[src/verilog/vrsdc_pkg.sv]
// vrsdc_pkg: constants shared by the sensor diagnosis control files
// assumes 25 MHz system clock and a plain one-cycle register port
package vrsdc_pkg;
  localparam int unsigned CLK_MHZ          = 25;
  localparam int unsigned CONV_TIME_US     = 8;
  localparam int unsigned CONV_CYC         = CONV_TIME_US * CLK_MHZ;
  localparam logic [3:0]  OFF_CFG_A        = 4'h0;
  localparam logic [3:0]  OFF_CFG_B        = 4'h1;
  localparam logic [3:0]  OFF_CFG_C        = 4'h2;
  localparam logic [3:0]  OFF_CMD          = 4'h3;
  localparam logic [3:0]  OFF_DIAG_A       = 4'h4;
  localparam logic [3:0]  OFF_DIAG_B       = 4'h5;
  localparam logic [3:0]  OFF_IRQ_STAT     = 4'h6;
  localparam logic [3:0]  OFF_IRQ_EN       = 4'h7;
  localparam logic [3:0]  OFF_IRQ_CLR      = 4'h8;
  localparam int unsigned A_PV_LSB         = 0;
  localparam int unsigned A_PT_BIT         = 2;
  localparam int unsigned A_FLT_LSB        = 3;
  localparam int unsigned B_DM_LSB         = 0;
  localparam int unsigned B_DG_LSB         = 2;
  localparam int unsigned B_ISC_LSB        = 4;
  localparam int unsigned C_IOL_LSB        = 0;
  localparam int unsigned C_IADC_LSB       = 2;
  localparam int unsigned CMD_START_BIT    = 0;
  localparam int unsigned DA_SG_BIT        = 0;
  localparam int unsigned DA_SB_BIT        = 1;
  localparam int unsigned DA_OL_BIT        = 2;
  localparam int unsigned DA_DVSC_BIT      = 3;
  localparam int unsigned DA_DVOL_BIT      = 4;
  localparam int unsigned DB_DVADC_BIT     = 7;
  localparam logic [1:0]  PV_RESET         = 2'h0;
  localparam logic        PT_RESET         = 1'b0;
  localparam logic [6:0]  ADC_ZERO_CODE    = 7'h25;
  localparam int unsigned ADC_MV_PER_CODE  = 49;
  localparam logic [6:0]  ADC_LIN_MIN      = 7'h06;
  localparam logic [6:0]  ADC_LIN_MAX      = 7'h46;
  typedef enum logic [1:0] {DET_AUTO, DET_MANUAL, DET_SEMI, DET_HALL} vrsdc_det_t;
  typedef enum logic [1:0] {DG_OFF, DG_SHORT, DG_OPEN, DG_ADC} vrsdc_dg_t;
endpackage

[src/verilog/vrsdc_sync_cnt.sv]
// vrsdc_sync_cnt: conversion timer, pulses done after a set cycle count
// assumes start is a one-cycle pulse; a new start restarts the count
`timescale 1ns/10ps
`default_nettype none
module vrsdc_sync_cnt #(
  parameter int unsigned CYCLES = 200
) (
  input  wire logic sys_clk,
  input  wire logic rstn,
  input  wire logic start,
  output logic      busy,
  output logic      done
);
  logic [15:0] cnt_reg;
  always_ff @(posedge sys_clk or negedge rstn) begin
    if (!rstn) begin
      cnt_reg <= 16'h0000;
      busy    <= 1'b0;
      done    <= 1'b0;
    end else begin
      done <= 1'b0;
      if (start) begin
        cnt_reg <= 16'(CYCLES - 1);
        busy    <= 1'b1;
      end else if (busy) begin
        if (cnt_reg == 16'h0000) begin
          busy <= 1'b0;
          done <= 1'b1;
        end else begin
          cnt_reg <= cnt_reg - 16'h0001;
        end
      end
    end
  end
endmodule
`default_nettype wire

[src/verilog/vrsdc_adc_cap.sv]
// vrsdc_adc_cap: registers the converter code and pin comparator levels
// assumes analog front end inputs are synchronous and stable at capture
`timescale 1ns/10ps
`default_nettype none
module vrsdc_adc_cap (
  input  wire logic       sys_clk,
  input  wire logic       rstn,
  input  wire logic       capture,
  input  wire logic [6:0] adc_code,
  input  wire logic [2:0] cmp_in,
  output logic      [6:0] code_q,
  output logic      [2:0] cmp_q
);
  always_ff @(posedge sys_clk or negedge rstn) begin
    if (!rstn) begin
      code_q <= 7'h00;
      cmp_q  <= 3'h0;
    end else if (capture) begin
      code_q <= adc_code;
      cmp_q  <= cmp_in;
    end
  end
endmodule
`default_nettype wire

[src/verilog/vrsdc_top.sv]
// vrsdc_top: diagnosis control for a variable-reluctance sensor pin pair
// assumes host on a one-cycle register port, analog levels synchronous
// Notes on behaviour
// - three diagnosis modes: short, open load, adc; chosen by mode field
// - diagnosis runs only when start command written after mode chosen
// - active mode enables pull-up on pos pin, pull-down on neg pin
// - finished diagnosis sets its own data-valid flag
// - short to ground, short to battery, open load flags in status a
// - adc result code in status b, readable by host
// - valid flag clears on restart of its mode or read of its register
// - hall mode disables diagnosis; mode, currents and start ignored
// - adc code about 49 mV per step, zero offset 37, linear 6..70
// - peak amplitude four settings, 50 mV after reset
// - peak time two settings, 10 us after reset
// - peak settings held in configuration register a
// - peak field writes ignored in auto, semi-auto and hall modes
// - detection mode field in configuration register b
//
// The strobed register port and the address map were chosen for this implementation.
`timescale 1ns/10ps
`default_nettype none
module vrsdc_top #(
  parameter int unsigned CONV_CYCLES = vrsdc_pkg::CONV_CYC
) (
  input  wire logic       sys_clk,
  input  wire logic       rstn,
  input  wire logic [3:0] reg_addr,
  input  wire logic [7:0] reg_wdata,
  input  wire logic       reg_wr,
  input  wire logic       reg_rd,
  output logic      [7:0] reg_rdata,
  input  wire logic [6:0] adc_code_in,
  input  wire logic       cmp_short_gnd,
  input  wire logic       cmp_short_bat,
  input  wire logic       cmp_open_load,
  output logic            pullup_pos_en,
  output logic            pulldown_neg_en,
  output logic      [1:0] pull_current_sel,
  output logic            adc_conv_active,
  output logic      [1:0] peak_amplitude_sel,
  output logic            peak_time_sel,
  output logic      [1:0] detect_mode_sel,
  output logic      [1:0] out_filter_sel,
  output logic            irq
);
  // configuration registers
  logic [1:0] peak_amp_reg;
  logic       peak_time_reg;
  logic [1:0] filt_reg;
  logic [1:0] det_mode_reg;
  logic [1:0] diag_mode_sel_reg;
  logic [1:0] short_test_current_sel_reg;
  logic [1:0] openload_test_current_sel_reg;
  logic [1:0] adc_test_current_sel_reg;
  // status
  logic       short_to_ground_flag_reg;
  logic       short_to_battery_flag_reg;
  logic       open_load_flag_reg;
  logic       short_result_valid_reg;
  logic       openload_result_valid_reg;
  logic       adc_result_valid_reg;
  logic [6:0] adc_result_value_reg;
  logic [1:0] run_mode_reg;
  logic [2:0] irq_stat_reg;
  logic [2:0] irq_en_reg;
  // decode
  wire        wr_cfg_a  = reg_wr && (reg_addr == vrsdc_pkg::OFF_CFG_A);
  wire        wr_cfg_b  = reg_wr && (reg_addr == vrsdc_pkg::OFF_CFG_B);
  wire        wr_cfg_c  = reg_wr && (reg_addr == vrsdc_pkg::OFF_CFG_C);
  wire        wr_cmd    = reg_wr && (reg_addr == vrsdc_pkg::OFF_CMD);
  wire        wr_irq_en = reg_wr && (reg_addr == vrsdc_pkg::OFF_IRQ_EN);
  wire        wr_irq_cl = reg_wr && (reg_addr == vrsdc_pkg::OFF_IRQ_CLR);
  wire        rd_diag_a = reg_rd && (reg_addr == vrsdc_pkg::OFF_DIAG_A);
  wire        rd_diag_b = reg_rd && (reg_addr == vrsdc_pkg::OFF_DIAG_B);
  wire        hall_mode = (det_mode_reg == 2'(vrsdc_pkg::DET_HALL));
  wire        manual_mode = (det_mode_reg == 2'(vrsdc_pkg::DET_MANUAL));
  wire [1:0]  diag_eff  = hall_mode ? 2'(vrsdc_pkg::DG_OFF) : diag_mode_sel_reg;
  wire        diag_on   = (diag_eff != 2'(vrsdc_pkg::DG_OFF));
  // start only with a mode chosen, never in hall mode
  wire        start_req = wr_cmd && reg_wdata[vrsdc_pkg::CMD_START_BIT];
  wire        start_ok  = start_req && diag_on && !hall_mode;
  wire        st_short  = start_ok && (diag_eff == 2'(vrsdc_pkg::DG_SHORT));
  wire        st_open   = start_ok && (diag_eff == 2'(vrsdc_pkg::DG_OPEN));
  wire        st_adc    = start_ok && (diag_eff == 2'(vrsdc_pkg::DG_ADC));
  // per-mode current selection
  wire [1:0]  cur_sel   = (diag_eff == 2'(vrsdc_pkg::DG_SHORT)) ? short_test_current_sel_reg :
                          (diag_eff == 2'(vrsdc_pkg::DG_OPEN))  ? openload_test_current_sel_reg :
                          (diag_eff == 2'(vrsdc_pkg::DG_ADC))   ? adc_test_current_sel_reg :
                          2'h0;
  wire        conv_busy;
  wire        conv_done;
  wire [6:0]  cap_code;
  wire [2:0]  cap_cmp;
  logic       cap_pulse_reg;
  wire        done_short = cap_pulse_reg && (run_mode_reg == 2'(vrsdc_pkg::DG_SHORT));
  wire        done_open  = cap_pulse_reg && (run_mode_reg == 2'(vrsdc_pkg::DG_OPEN));
  wire        done_adc   = cap_pulse_reg && (run_mode_reg == 2'(vrsdc_pkg::DG_ADC));
  wire [2:0]  irq_events = {done_adc, done_open, done_short};
  wire [7:0]  rd_cfg_a = {3'h0, filt_reg, peak_time_reg, peak_amp_reg};
  wire [7:0]  rd_cfg_b = {2'h0, short_test_current_sel_reg, diag_mode_sel_reg, det_mode_reg};
  wire [7:0]  rd_cfg_c = {4'h0, adc_test_current_sel_reg, openload_test_current_sel_reg};
  wire [7:0]  rd_dg_a  = {3'h0, openload_result_valid_reg, short_result_valid_reg,
                          open_load_flag_reg, short_to_battery_flag_reg,
                          short_to_ground_flag_reg};
  wire [7:0]  rd_dg_b  = {adc_result_valid_reg, adc_result_value_reg};
  wire [7:0]  rd_mux   = (reg_addr == vrsdc_pkg::OFF_CFG_A)    ? rd_cfg_a :
                         (reg_addr == vrsdc_pkg::OFF_CFG_B)    ? rd_cfg_b :
                         (reg_addr == vrsdc_pkg::OFF_CFG_C)    ? rd_cfg_c :
                         (reg_addr == vrsdc_pkg::OFF_DIAG_A)   ? rd_dg_a :
                         (reg_addr == vrsdc_pkg::OFF_DIAG_B)   ? rd_dg_b :
                         (reg_addr == vrsdc_pkg::OFF_IRQ_STAT) ? {5'h00, irq_stat_reg} :
                         (reg_addr == vrsdc_pkg::OFF_IRQ_EN)   ? {5'h00, irq_en_reg} :
                         8'h00;

  // conversion timer, restarted by each accepted start
  vrsdc_sync_cnt #(
    .CYCLES (CONV_CYCLES)
  ) u_timer (
    .sys_clk (sys_clk),
    .rstn    (rstn),
    .start   (start_ok),
    .busy    (conv_busy),
    .done    (conv_done)
  );

  // result capture at end of measurement
  vrsdc_adc_cap u_cap (
    .sys_clk  (sys_clk),
    .rstn     (rstn),
    .capture  (conv_done),
    .adc_code (adc_code_in),
    .cmp_in   ({cmp_open_load, cmp_short_bat, cmp_short_gnd}),
    .code_q   (cap_code),
    .cmp_q    (cap_cmp)
  );

  // configuration a: peak settings only writable in manual mode
  always_ff @(posedge sys_clk or negedge rstn) begin
    if (!rstn) begin
      peak_amp_reg  <= vrsdc_pkg::PV_RESET;
      peak_time_reg <= vrsdc_pkg::PT_RESET;
      filt_reg      <= 2'h0;
    end else if (wr_cfg_a) begin
      filt_reg <= reg_wdata[vrsdc_pkg::A_FLT_LSB +: 2];
      if (manual_mode) begin
        peak_amp_reg  <= reg_wdata[vrsdc_pkg::A_PV_LSB +: 2];
        peak_time_reg <= reg_wdata[vrsdc_pkg::A_PT_BIT];
      end
    end
  end

  // configuration b and c: detection mode, diagnosis mode and currents
  always_ff @(posedge sys_clk or negedge rstn) begin
    if (!rstn) begin
      det_mode_reg                  <= 2'(vrsdc_pkg::DET_AUTO);
      diag_mode_sel_reg             <= 2'(vrsdc_pkg::DG_OFF);
      short_test_current_sel_reg    <= 2'h0;
      openload_test_current_sel_reg <= 2'h0;
      adc_test_current_sel_reg      <= 2'h0;
    end else begin
      if (wr_cfg_b) begin
        det_mode_reg               <= reg_wdata[vrsdc_pkg::B_DM_LSB +: 2];
        diag_mode_sel_reg          <= reg_wdata[vrsdc_pkg::B_DG_LSB +: 2];
        short_test_current_sel_reg <= reg_wdata[vrsdc_pkg::B_ISC_LSB +: 2];
      end
      if (wr_cfg_c) begin
        openload_test_current_sel_reg <= reg_wdata[vrsdc_pkg::C_IOL_LSB +: 2];
        adc_test_current_sel_reg      <= reg_wdata[vrsdc_pkg::C_IADC_LSB +: 2];
      end
    end
  end

  // running mode latched at start, capture pulse follows timer done
  always_ff @(posedge sys_clk or negedge rstn) begin
    if (!rstn) begin
      run_mode_reg  <= 2'(vrsdc_pkg::DG_OFF);
      cap_pulse_reg <= 1'b0;
    end else begin
      cap_pulse_reg <= conv_done;
      if (start_ok) begin
        run_mode_reg <= diag_eff;
      end
    end
  end

  // results and valid flags; completion wins over read clear
  always_ff @(posedge sys_clk or negedge rstn) begin
    if (!rstn) begin
      short_to_ground_flag_reg  <= 1'b0;
      short_to_battery_flag_reg <= 1'b0;
      open_load_flag_reg        <= 1'b0;
      short_result_valid_reg    <= 1'b0;
      openload_result_valid_reg <= 1'b0;
      adc_result_valid_reg      <= 1'b0;
      adc_result_value_reg      <= 7'h00;
    end else begin
      if (done_short) begin
        short_to_ground_flag_reg  <= cap_cmp[0];
        short_to_battery_flag_reg <= cap_cmp[1];
        short_result_valid_reg    <= 1'b1;
      end else if (st_short || rd_diag_a) begin
        short_result_valid_reg <= 1'b0;
      end
      if (done_open) begin
        open_load_flag_reg        <= cap_cmp[2];
        openload_result_valid_reg <= 1'b1;
      end else if (st_open || rd_diag_a) begin
        openload_result_valid_reg <= 1'b0;
      end
      if (done_adc) begin
        adc_result_value_reg <= cap_code;
        adc_result_valid_reg <= 1'b1;
      end else if (st_adc || rd_diag_b) begin
        adc_result_valid_reg <= 1'b0;
      end
    end
  end

  // interrupt status: set wins over clear
  always_ff @(posedge sys_clk or negedge rstn) begin
    if (!rstn) begin
      irq_stat_reg <= 3'h0;
      irq_en_reg   <= 3'h0;
    end else begin
      irq_stat_reg <= irq_events | (irq_stat_reg & ~({3{wr_irq_cl}} & reg_wdata[2:0]));
      if (wr_irq_en) begin
        irq_en_reg <= reg_wdata[2:0];
      end
    end
  end

  // registered outputs
  always_ff @(posedge sys_clk or negedge rstn) begin
    if (!rstn) begin
      reg_rdata          <= 8'h00;
      pullup_pos_en      <= 1'b0;
      pulldown_neg_en    <= 1'b0;
      pull_current_sel   <= 2'h0;
      adc_conv_active    <= 1'b0;
      peak_amplitude_sel <= vrsdc_pkg::PV_RESET;
      peak_time_sel      <= vrsdc_pkg::PT_RESET;
      detect_mode_sel    <= 2'(vrsdc_pkg::DET_AUTO);
      out_filter_sel     <= 2'h0;
      irq                <= 1'b0;
    end else begin
      reg_rdata          <= reg_rd ? rd_mux : 8'h00;
      pullup_pos_en      <= diag_on;
      pulldown_neg_en    <= diag_on;
      pull_current_sel   <= cur_sel;
      adc_conv_active    <= conv_busy;
      peak_amplitude_sel <= peak_amp_reg;
      peak_time_sel      <= peak_time_reg;
      detect_mode_sel    <= det_mode_reg;
      out_filter_sel     <= filt_reg;
      irq                <= |(irq_stat_reg & irq_en_reg);
    end
  end
endmodule
`default_nettype wire

[config.mk]
export PLATFORM = sky130hd
export DESIGN_NAME = vrsdc_top
export DESIGN_NICKNAME = d
export VERILOG_FILES = /design/src/verilog/vrsdc_pkg.sv /design/src/verilog/vrsdc_sync_cnt.sv /design/src/verilog/vrsdc_adc_cap.sv /design/src/verilog/vrsdc_top.sv
export SDC_FILE = /design/constraint.sdc
export NUM_CORES = 1
export LEC_CHECK = 0
export BUFFER_PORTS_ARGS = -buffer_cell sky130_fd_sc_hd__buf_2
export CORE_MARGIN = 5
export CORE_UTILIZATION = 30
export DETAILED_ROUTE_END_ITERATION = 12
export PLACE_DENSITY = 0.59
export SLEW_MARGIN = 10
export SYNTH_ARGS = -nofsm -noshare
export SYNTH_HDL_FRONTEND = slang
export SYNTH_SLANG_ARGS = --single-unit
[constraint.sdc]
create_clock -name sys_clk -period 3.8 [get_ports sys_clk]
set_clock_uncertainty 0.2 [all_clocks]
set_input_delay 0.38 -clock sys_clk [delete_from_list [all_inputs] [get_ports sys_clk]]
set_output_delay 0.38 -clock sys_clk [all_outputs]
set_load 0.01 [all_outputs]
# --- Word-level counts from Yosys, hierarchy flattened ---
# Index checks and enable logic that the tools add are counted.
word_totals:
  regBits: 85
  in_bits: 26
  out_inout_bits: 21
  elab_cells: 114
classes:
  add_sub_neg: 1
  eq_ne: 17
  mux: 27
  n_bitwise: 5
  n_reduce_logical: 31
ops:
  columns: ["cell", "n"]
  rows:
  - ["$mux 16", 3]
  - ["$mux 8", 6]
  - ["$logic_and 1x1->1", 17]
  - ["$eq 4x3->1 const B", 4]
  - ["$logic_not 16->1", 1]
  - ["$sub 16x1->16 const B", 1]
  - ["$mux 1", 12]
  - ["$eq 2x2->1 const B", 5]
  - ["$reduce_bool 2->1", 5]
  - ["$and 3x3->3", 3]
  - ["$eq 4x2->1 const B", 2]
  - ["$mux 2", 4]
  - ["$eq 2x1->1 const B", 3]
  - ["$mux 3", 2]
  - ["$eq 4x1->1 const B", 1]
  - ["$eq 4x4->1 const B", 1]
  - ["$logic_not 4->1", 1]
  - ["$reduce_and 2->1", 2]
  - ["$logic_or 1x1->1", 3]
  - ["$not 3->3", 1]
  - ["$or 3x3->3", 1]
  - ["$reduce_or 3->1", 1]
  - ["$ne 2x2->1 const B", 1]
  - ["$logic_not 1->1", 1]

# --- Longest topological paths before layout ---
# Gate-level depths: netlist of run 1.
logic_depth:
  word_depth: 9
  depth_mapped: 8
  ltp_nobuf: 6

# --- By module ---
# From an unflattened synthesis of run 1, not the netlist that was laid out.
unflattened:
  hier_cells: 332
  hier_area_um2: 4022.6
modules_own_cells:
  columns: ["mod", "n_inst", "cells_per_inst", "area_per_inst_um2", "seq_area_each_um2"]
  rows:
  - ["vrsdc_top", 1, 202, 2551.2, 1426.4]
  - ["vrsdc_sync_cnt", 1, 109, 1059.8, 450.4]
  - ["vrsdc_adc_cap", 1, 21, 411.6, 250.2]

# --- Least setup slack after synthesis of run 1 ---
# No wires, ideal clock.
synth_path:
  path_kind: "register to register"
  start: "reg u_timer.cnt_reg[0]"
  end: "reg u_timer.cnt_reg[3]"
  setup_time_ps: 79
  arrival_ps: 1663
  required_ps: 3521
  slack_ps: 1858
  path_stages_with_launch: 9
  path_buffers: 2
  synth_period_minus_slack_ps: 1942
  cell_sequence: "dfrtp_1 > inv_1 > ha_1 > nor3b_1 > and2_1 > buf_2 > buf_4 > a211oi_1 > mux2i_1"
synth_between:
  elab_chain_cells: 4
  elab_cells_between_ends: 7
  classes_between: "add/sub (1); eq/ne (1); mux (3); reduce/logical (2)"
synth_rtl:
  columns: ["element", "line", "text"]
  rows:
  - ["from (decl)", "vrsdc_sync_cnt.sv:14", "logic [15:0] cnt_reg;"]
  - ["from (signal assigned)", "vrsdc_sync_cnt.sv:23", "cnt_reg <= 16'(CYCLES - 1);"]
  - ["from (signal assigned)", "vrsdc_sync_cnt.sv:30", "cnt_reg <= cnt_reg - 16'h0001;"]
  - ["$sub 16x1->16", "vrsdc_sync_cnt.sv:30", null]
  - ["$mux 16", "vrsdc_sync_cnt.sv:26", "if (cnt_reg == 16'h0000) begin"]
  - ["$mux 16", "vrsdc_sync_cnt.sv:25", "end else if (busy) begin"]
  - ["$mux 16", "vrsdc_sync_cnt.sv:22", "if (start) begin"]
# Several ways; a longest one is shown, not always the timed one. The select of a mux whose other input is x is not followed.
# A chain may end at the register's enable or synchronous reset.

# --- Worst setup path in the final report of run 1 ---
layout_path:
  start: "reg u_timer.cnt_reg[0]"
  end: "reg u_timer.busy"
layout_between:
  elab_chain_cells: 4
layout_rtl:
  columns: ["element", "line", "text"]
  rows:
  - ["$logic_not 16->1", "vrsdc_sync_cnt.sv:26", null]
  - ["$mux 1", "vrsdc_sync_cnt.sv:26", null]
  - ["$mux 1", "vrsdc_sync_cnt.sv:25", null]
  - ["$mux 1", "vrsdc_sync_cnt.sv:22", null]
  - ["to (signal assigned)", "vrsdc_sync_cnt.sv:18", "busy <= 1'b0;"]
  - ["to (signal assigned)", "vrsdc_sync_cnt.sv:24", "busy <= 1'b1;"]
  - ["to (signal assigned)", "vrsdc_sync_cnt.sv:27", "busy <= 1'b0;"]
  - ["to (decl)", "vrsdc_sync_cnt.sv:11", "output logic busy,"]
# Every way passes these cells.

==> metrics.cfg, run 1 <==
[sta]
tns_ns=0
max_freq_mhz=435
slew_viol_final=0
final.min_clock_period_ns=2.30
rsz0062_at_grt=false
worst_slew_pin_slew_ns=1.06
setup_viol=0
relSlewSlack=0.290
hold_violations=0
post-route-period-util=0.605

[synthesis]
yosysTopAreaCell=dfrtp_1
async_flop_share=1.00
synth_fp_nets=358
yosysMostFrequentCell=dfrtp_1
synth_warnings=0
ys_seq_elements=85
synthFlopType=dfrtp_1
yosys.area.top_type_share=0.548
yosys-top-cells-area=dfrtp_1 (55%), mux2_2 (12%), mux2i_1 (4.1%)
synth_edf_count=0
yosysSeqAreaShare=0.548
yosys-top-cells-count=dfrtp_1 (85), mux2_2 (41), nand2_1 (28)
synth_area_mm2=0.00388
ys_types=53
syn_inst=330
synth.avg_cell_area_um2=11.8

[floorplan]
io_pins=47
core.rowCount=41
core_mm2=0.0127
die_height_um=124
die_w_um=124
die-area_mm2=0.0153
initial_utilization=0.307

[route]
firstDrtPassIters=4
wl_per_cell_um=15.2
wl_mm=8.33
drtAntennaViolNets=0
vias=2669
via_per_inst=4.89
drcViolationCount=0
drt_iter0_markers=164

[setup_path]
crit_slowest_cell=and2_1
critPathCaptureType=flip-flop
crit_fanout=16
r2r_slack_ns=1.50
r2r_cells=6
critPathKind=flip-flop to flip-flop
critPathBufInv=1
cp-start-kind=flip-flop
cp.arrival_ns=2.32
cpLargestDelayFamily=simple AND/OR/NAND/NOR gates
path_cells=inv_1, ha_1, nor3b_1, and2_1, a21boi_1, or2_1
reg2reg_from=u_timer.cnt_reg[0]
max_stage_delay_ns=0.54
worstPathRequired_ns=3.82
rr_endpoint=u_timer.busy

[clock_network]
clockBufferDepth=2
post_cts_buffers=0
cts_buffers=9
clk_latency_ns=0.34
h-tree-depth=3
postCtsHoldBufs=0
cts.repair.resized=0
cts_num_sinks=85
clk_pin_slew_ns=0.05
cts_root_buf=clkbuf_16
cts_tree=built

[layout]
drive_gt1_frac=0.297
num_antenna_cells=0
utilization=0.356
final_cell_count_no_fill=546
area_delta_synth_final_pct=16.2
largest_reg_flops=16
nets=399

[pwr]
swShare=0.301
peakVddDrop_uv=181
powerDensity_mw_per_mm2=548
leakagePower_uw=0.00205
clockPowerShare=0.312
p_sw_uw=745
p_comb_frac=0.188
seqPwrFrac=0.499
power.internal_uw=1730

[grt]
grt_pass1_vias=2630
track_usage=0.116
grt_pass1_wl_mm=13.7
antenna_found_initial=0
grt_max_degree=86
gr-total-overflow=0

[run]
max_cap_violations=0

[placement]
dpl.hpwl_mm=5.78
dp_cells=532
port_buffers=44
place_congestion=0.831

[outcome]
outcome=complete, no violations

[worst_hold_path]
hold_path_class=primary input to asynchronous set/reset pin

==> layout make-up <==
cell class,instances,area [µm²]
clock inverter,4,27.5
sequential,85,2130
inverter,8,30.0
timing repair buffer,45,230
multi-input combinational,222,1650
clock buffer,10,229
tap,172,215
fill,1247,8160
==> routing by layer <==
| layer | GRT usage | wire (µm) | vias up |
|---|---|---|---|
| li1 | - | - | 1275 |
| met1 | 0.162 | 4090 | 1330 |
| met2 | 0.167 | 3710 | 51 |
| met3 | 0.0300 | 365 | 13 |
| met4 | 0.0533 | 163 | 0 |
| met5 | 0 | 0 | - |
==> worst max path at each step <==
stage / endpoint / slack (ns) / start / cells past startpoint
final: u_timer.busy / 1.50 / u_timer.cnt_reg[0] / 6
after floorplan: u_timer.cnt_reg[3] / 1.86 / u_timer.cnt_reg[0] / 8
after global placement: u_timer.busy / 1.55 / u_timer.cnt_reg[0] / 6
after detailed placement: u_timer.busy / 1.50 / u_timer.cnt_reg[0] / 6
after CTS: u_timer.busy / 1.49 / u_timer.cnt_reg[0] / 6
after global routing: u_timer.busy / 1.32 / u_timer.cnt_reg[0] / 6
==> placed cells by master, fill, tap and decap left out, types with 2 or more instances in the layout <==
cell type,instances
dfrtp_1,85
buf_2,43
mux2_2,41
nand2_1,28
nor2_1,19
a21oi_1,17
mux2i_1,16
nand3_1,11
clkbuf_16,9
inv_1,8
and2_1,8
nand2b_1,5
nand4_1,5
nor2b_1,4
o22ai_1,4
o21a_1,4
o21ai_0,4
nor3_1,3
o31a_1,3
nand3b_1,3
o211ai_1,3
a2111o_1,3
o21ai_1,3
and3_1,2
nor4_1,2
nor3b_1,2
or3_1,2
a21bo_2,2
or4_1,2
nor4b_1,2
a2111oi_2,2
o31ai_1,2
ha_1,2
clkinv_4,2
clkinv_2,2
buf_4,2
==> kinds of logic after synthesis <==
logic type               share of synthesized area
AO/OA/AOI/OAI                               0.0989
flip-flops                                   0.548
adder cells (fa/ha/maj)                    0.00644
buffers and inverters                       0.0264
multiplexers                                 0.166
AND/OR/NAND/NOR                              0.155
==> stage by stage <==
stage / hold WS (ns) / total power [µW] / area, µm² / setup slack (ns)
2_1_floorplan: -0.116 / 1550 / 3880 / 1.86
3_5_place_dp: 0.187 / 1720 / 4260 / 1.50
3_3_place_gp: 0.194 / 1700 / 4260 / 1.55
5_1_grt: 0.0692 / 2620 / 4510 / 1.32
6_report: 0.0296 / 2470 / 4510 / 1.50
4_1_cts: 0.0626 / 2510 / 4510 / 1.49
==> power groups by stage <==
stage / Clock, µW / Combinational [µW] / Sequential, µW
final: 773 / 466 / 1240
after global routing: 829 / 526 / 1260
after CTS: 798 / 472 / 1240
after detailed placement: 0 / 471 / 1250
after global placement: 0 / 458 / 1240
after floorplan: 0 / 336 / 1210
Power figures use the tool's default switching activity.
==> run 2, diff against run 1 <==
Settings changed: PLACE_DENSITY 0.59 to 0.6.
Clock period 3.8 ns to 2 ns, I/O delays scaled along.
==> run 2 against run 1 <==
Via count is 6.8% higher. Register-to-register slack got worse by 1.4 ns. Global-route usage grew 0.61 points. Sequential cell count stayed put. Combinational power grew to 2.5 times the previous value. Wire length up 4.5%. Clock power rose by 130%. Core utilization rose by 3.6 points. Clock-buffer cell count unchanged. First-iteration DRC count fell by 26%. Sequential power grew 85%. Critical path type unchanged. Largest cell class unchanged.
==> metrics.cfg, run 2 (same netlist as run 1, synthesis figures left out) <==
[outcome]
outcome=complete, no violations

[clock_network]
cts_root_buf=clkbuf_16
cts_buffers=9  ; unchanged
clk_latency_ns=0.34  ; about the same
h-tree-depth=3  ; unchanged
clockBufferDepth=2  ; unchanged
cts_num_sinks=85  ; unchanged
clk_pin_slew_ns=0.06  ; about the same
cts_tree=built

[placement]
port_buffers=44  ; unchanged
place_congestion=0.846  ; +1.9%
dpl.hpwl_mm=6.23  ; +7.7%
place_area_mm2=0.00444  ; +4.4%
dp_cells=555  ; +4.3%

[floorplan]
die_height_um=124  ; unchanged
io_pins=47  ; unchanged
die_w_um=124  ; unchanged
core.rowCount=41  ; unchanged
die-area_mm2=0.0153  ; unchanged
core_mm2=0.0127  ; unchanged
initial_utilization=0.307  ; unchanged

[layout]
final_common_cell=dfrtp_1
num_antenna_cells=0  ; unchanged
final_area_mm2=0.00496  ; +10%
area_delta_synth_final_pct=27.8
final_cell_count_no_fill=587  ; +7.5%
largest_reg_flops=16  ; unchanged
multiInputGateArea_mm2=0.00169  ; +2.0%
nets=439  ; +10%
layout_common_cells=dfrtp_1 (85), buf_2 (43), mux2_2 (41)
fillers=1240  ; -0.56%
seqCellArea_mm2=0.00213  ; unchanged
drive_gt1_frac=0.345  ; +0.0478

[grt]
grt_max_degree=50  ; -42%
antenna_found_initial=0  ; unchanged
globalRouteMet1Util=0.160  ; -0.00160
met3_usage=0.0286  ; -0.00136
grt_busiest_layer=met2
grt_pass1_vias=2930  ; +11%
gr-total-overflow=0  ; unchanged
met2_usage=0.188  ; +0.0210
track_usage=0.122  ; +0.00612
grt_pass1_wl_mm=14.5  ; +5.5%

[sta]
final.min_clock_period_ns=1.93  ; -0.366 ns
setup_viol=0  ; unchanged
worst_slew_pin_slew_ns=0.502  ; -0.563 ns
max_freq_mhz=517  ; +19%
relSlewSlack=0.666  ; +0.375
post-route-period-util=0.966  ; +0.361
slew_viol_final=0  ; unchanged
hold_violations=0  ; unchanged

[pwr]
peakVddDrop_uv=512  ; +180%
total_power_uw=5260  ; +110%
powerDensity_mw_per_mm2=1060  ; +93%
leakagePower_uw=0.00228  ; +11%

[route]
firstDrtPassIters=4  ; unchanged
wl_per_cell_um=14.8  ; -2.8%
drt_iter0_markers=122  ; -26%
vias=2851  ; +6.8%
drcViolationCount=0  ; unchanged
drtAntennaViolNets=0  ; unchanged
wl_mm=8.70  ; +4.5%
via_per_inst=4.86  ; -0.64%

[setup_path]
crit_fanout=7  ; -9
cp-start-kind=flip-flop
critPathCaptureType=flip-flop
critPathKind=flip-flop to flip-flop
worstPathRequired_ns=2.06  ; -1.76 ns
cp.arrival_ns=1.99  ; -0.33 ns

[worst_hold_path]
hold_path_class=primary input to flip-flop

[run]
max_cap_violations=0  ; unchanged

==> run 2: layout make-up <==
type / count / share of cell area
Multi-Input combinational cell: 222 / 0.340
Inverter: 8 / 0.00605
Tap cell: 172 / 0.0434
Sequential cell: 85 / 0.429
Clock inverter: 5 / 0.0166
Clock buffer: 10 / 0.0481
Timing Repair Buffer: 85 / 0.117
==> run 2: through the flow <==
step                TNS (ns)  setup WS (ns)  utilization  hold slack [ns]
finish                     0         0.0674        0.392           0.0298
global route         -0.0259        -0.0248        0.392           0.0431
CTS                        0         0.0302        0.389           0.0321
detailed placement    -0.152        -0.0511        0.351           -0.105
global placement    -0.00773       -0.00773        0.351           -0.105
floorplan                  0         0.0579            -           -0.296
==> run 2: what timing repair did <==
item                                    in CTS  in global routing
setup buffers                                0                  1
pin swaps                                    0                  2
gates resized for setup                      1                  7
endpoints found under the hold margin      110                  0
endpoints found under the setup margin       6                 12
hold buffers                                16                  0
==> run 2: worst paths after layout <==
kind	from	to	slack [ns]	cells past startpoint
min	reg_rd	reg_rdata[4]	0.03	3
min in group asynchronous	rstn	u_timer.cnt_reg[1]	0.08	2
max in group asynchronous	rstn	reg_rdata[3]	0.99	3
max reg2reg	u_timer.cnt_reg[2]	u_timer.cnt_reg[15]	0.07	4
max	u_timer.cnt_reg[2]	u_timer.cnt_reg[15]	0.07	4
min reg2reg	peak_time_reg	peak_time_sel	0.21	0
==> run 2: where the power goes <==
part / switching (µW) / internal, µW
clock: 675 / 1130
sequential: 260 / 2030
combinational: 570 / 596
==> run 2: layer usage <==
layer | wire length (µm) | up-vias
met2 | 3950 | 63
li1 | - | 1352
met1 | 4100 | 1417
met5 | 0 | -
met4 | 265 | 0
met3 | 380 | 19
==> run 2: worst max-delay path: stages, from the launching register on <==
cell and delay [ns]:
dfrtp_1 0.45, nor3_4 0.36, nand3_2 0.16, or4_1 0.53
a21oi_1 0.15
==> run 3, diff against run 2 <==
Settings changed: PLACE_DENSITY 0.6 to 0.54.
Clock period 2 ns to 1.8 ns, I/O delays scaled along.
==> run 3 against run 2 <==
The run now ends with setup timing left. Sequential power is 10% higher. Clock power about the same. Via count down 0.42%. First-iteration DRC count grew 52%. Global-route usage is 0.54 points higher. Wire length rose by 3.4%. Combinational power increased by 32%. Critical path depth increased by 3. Sequential cell count did not move. Design area up 4.6%. Core utilization grew 1.8 points. Critical endpoint is now u_timer.cnt_reg[7]. Largest cell class unchanged.
==> metrics.cfg, run 3 (same netlist as run 1, synthesis figures left out) <==
[outcome]
outcome=finished, violations left
violations=setup timing

[layout]
final_common_cell=dfrtp_1
largest_reg_flops=16  ; unchanged
num_antenna_cells=0  ; unchanged
drive_gt1_frac=0.396  ; +0.0517
nets=457  ; +4.1%
final_area_mm2=0.00519  ; +4.6%
area_delta_synth_final_pct=33.7
layout_common_cells=dfrtp_1 (85), buf_2 (43), mux2_2 (41)

[route]
top_layer_used=met4
drcViolationCount=0  ; unchanged
routed-wl-met2_mm=3.96  ; +0.23%
routed-wl-met3_um=318  ; -16%
firstDrtPassIters=4  ; unchanged
wl_mm=9.00  ; +3.4%
wl_met1_mm=4.59  ; +12%
drt_iter0_markers=186  ; +52%
drtAntennaViolNets=0  ; unchanged
wl_per_cell_um=14.8  ; +0.18%
via_per_inst=4.68  ; -3.5%
vias=2839  ; -0.42%

[sta]
final.setup.worst_slack_ns=-0.0919  ; -0.159 ns
final.min_clock_period_ns=1.89  ; -0.0407 ns
post-route-period-util=1.05  ; +0.0847
hold_violations=0  ; unchanged
max_freq_mhz=529  ; +2.2%
worst_slew_pin_slew_ns=0.497  ; -0.00512 ns
setup_viol=4  ; +4
relSlewSlack=0.669  ; +0.00342
tns_ns=-0.161  ; -0.161 ns
whs_ns=0.0159  ; -0.0139 ns
rsz0062_at_grt=true
slew_viol_final=0  ; unchanged

[clock_network]
cts_root_buf=clkbuf_16
h-tree-depth=3  ; unchanged
cts_tree=built
clk_latency_ns=0.33  ; about the same
clk_pin_slew_ns=0.06  ; about the same
clockBufferDepth=2  ; unchanged
cts_buffers=9  ; unchanged
cts_num_sinks=85  ; unchanged

[run]
max_cap_violations=0  ; unchanged

[worst_hold_path]
hold_path_class=primary input to flip-flop
hold_depth=3  ; unchanged
worst_hold_startpoint=reg_rd
whs_endpoint=reg_rdata[4]

[placement]
dpl.hpwl_mm=6.55  ; +5.3%
place_area_mm2=0.00460  ; +3.7%
place_congestion=0.817  ; -3.4%
port_buffers=44  ; unchanged

[floorplan]
die_height_um=124  ; unchanged
io_pins=47  ; unchanged
core_mm2=0.0127  ; unchanged
die_w_um=124  ; unchanged
initial_utilization=0.307  ; unchanged
core.rowCount=41  ; unchanged
die-area_mm2=0.0153  ; unchanged

[setup_path]
reg2reg_from=u_timer.cnt_reg[1]
cp-start-kind=flip-flop
worstPathRequired_ns=1.86  ; -0.20 ns
r2r_cells=7  ; +3
rr_endpoint=u_timer.cnt_reg[7]
r2r_slack_ns=-0.09  ; -0.16 ns
cp.arrival_ns=1.95  ; -0.04 ns
critPathCaptureType=flip-flop
crit_fanout=8  ; +1
critPathKind=flip-flop to flip-flop

[grt]
antenna_found_initial=0  ; unchanged
grt_pass1_vias=2888  ; -1.4%
grt_max_degree=36  ; -28%
grt_pass1_wl_mm=14.9  ; +3.3%
gr-total-overflow=0  ; unchanged
track_usage=0.127  ; +0.00542

[pwr]
powerDensity_mw_per_mm2=1120  ; +6.1%
total_power_uw=5840  ; +11%
leakagePower_uw=0.00237  ; +4.2%
peakVddDrop_uv=500  ; -2.4%

==> run 3: where the power goes <==
| part | total, µW | switching (µW) | internal [µW] |
|---|---|---|---|
| registers | 2520 | 264 | 2260 |
| logic | 1550 | 749 | 801 |
| clock network | 1770 | 774 | 993 |
| total | 5840 | 1790 | 4050 |
==> run 3: worst max-delay path by stage <==
stage | from | to | slack, ns | depth (start not counted)
2_1_floorplan | u_timer.cnt_reg[0] | u_timer.cnt_reg[3] | -0.02 | 8
3_3_place_gp | u_timer.cnt_reg[0] | u_timer.cnt_reg[11] | -0.06 | 5
3_5_place_dp | u_timer.cnt_reg[1] | u_timer.cnt_reg[4] | -0.08 | 7
4_1_cts | u_timer.cnt_reg[1] | u_timer.cnt_reg[4] | -0.06 | 7
5_1_grt | u_timer.cnt_reg[1] | u_timer.cnt_reg[7] | -0.16 | 7
6_report | u_timer.cnt_reg[1] | u_timer.cnt_reg[7] | -0.09 | 7
==> run 3: layout make-up <==
type	instances	area, µm²
fill	1228	7480
tap	172	215
clock inverter	5	42.5
multi-input combinational	222	1790
inverter	8	30.0
sequential	85	2130
timing repair buffer	103	747
clock buffer	11	243
==> run 3: metal layers <==
layer  track usage  vias up
met5             0        -
met4        0.0415        0
met3        0.0322        8
met2         0.189       50
met1         0.182     1384
li1              -     1397
==> run 3: critical path, stage by stage (launching register included) <==
cell       delay [ns]
dfrtp_1          0.37
inv_2            0.07
ha_4             0.16
nor3b_4          0.15
and2_4           0.18
buf_12           0.14
a2111oi_4        0.34
mux2i_1          0.21
==> run 3: repair_timing <==
item                                    CTS  global route
gates cloned                              0             0
setup buffers                             3             2
hold endpoints to repair                111             0
gates resized for setup                   9            13
hold buffers                             16             0
endpoints found under the setup margin   16            18
pin swaps                                 9            10
==> run 3: per-stage QoR <==
stage               instances  setup WS [ns]  utilization
floorplan                 330        -0.0205            -
global placement          569        -0.0573        0.363
detailed placement        569        -0.0814        0.363
CTS                       604        -0.0577        0.403
global route              606         -0.156        0.410
finish                    606        -0.0919        0.410
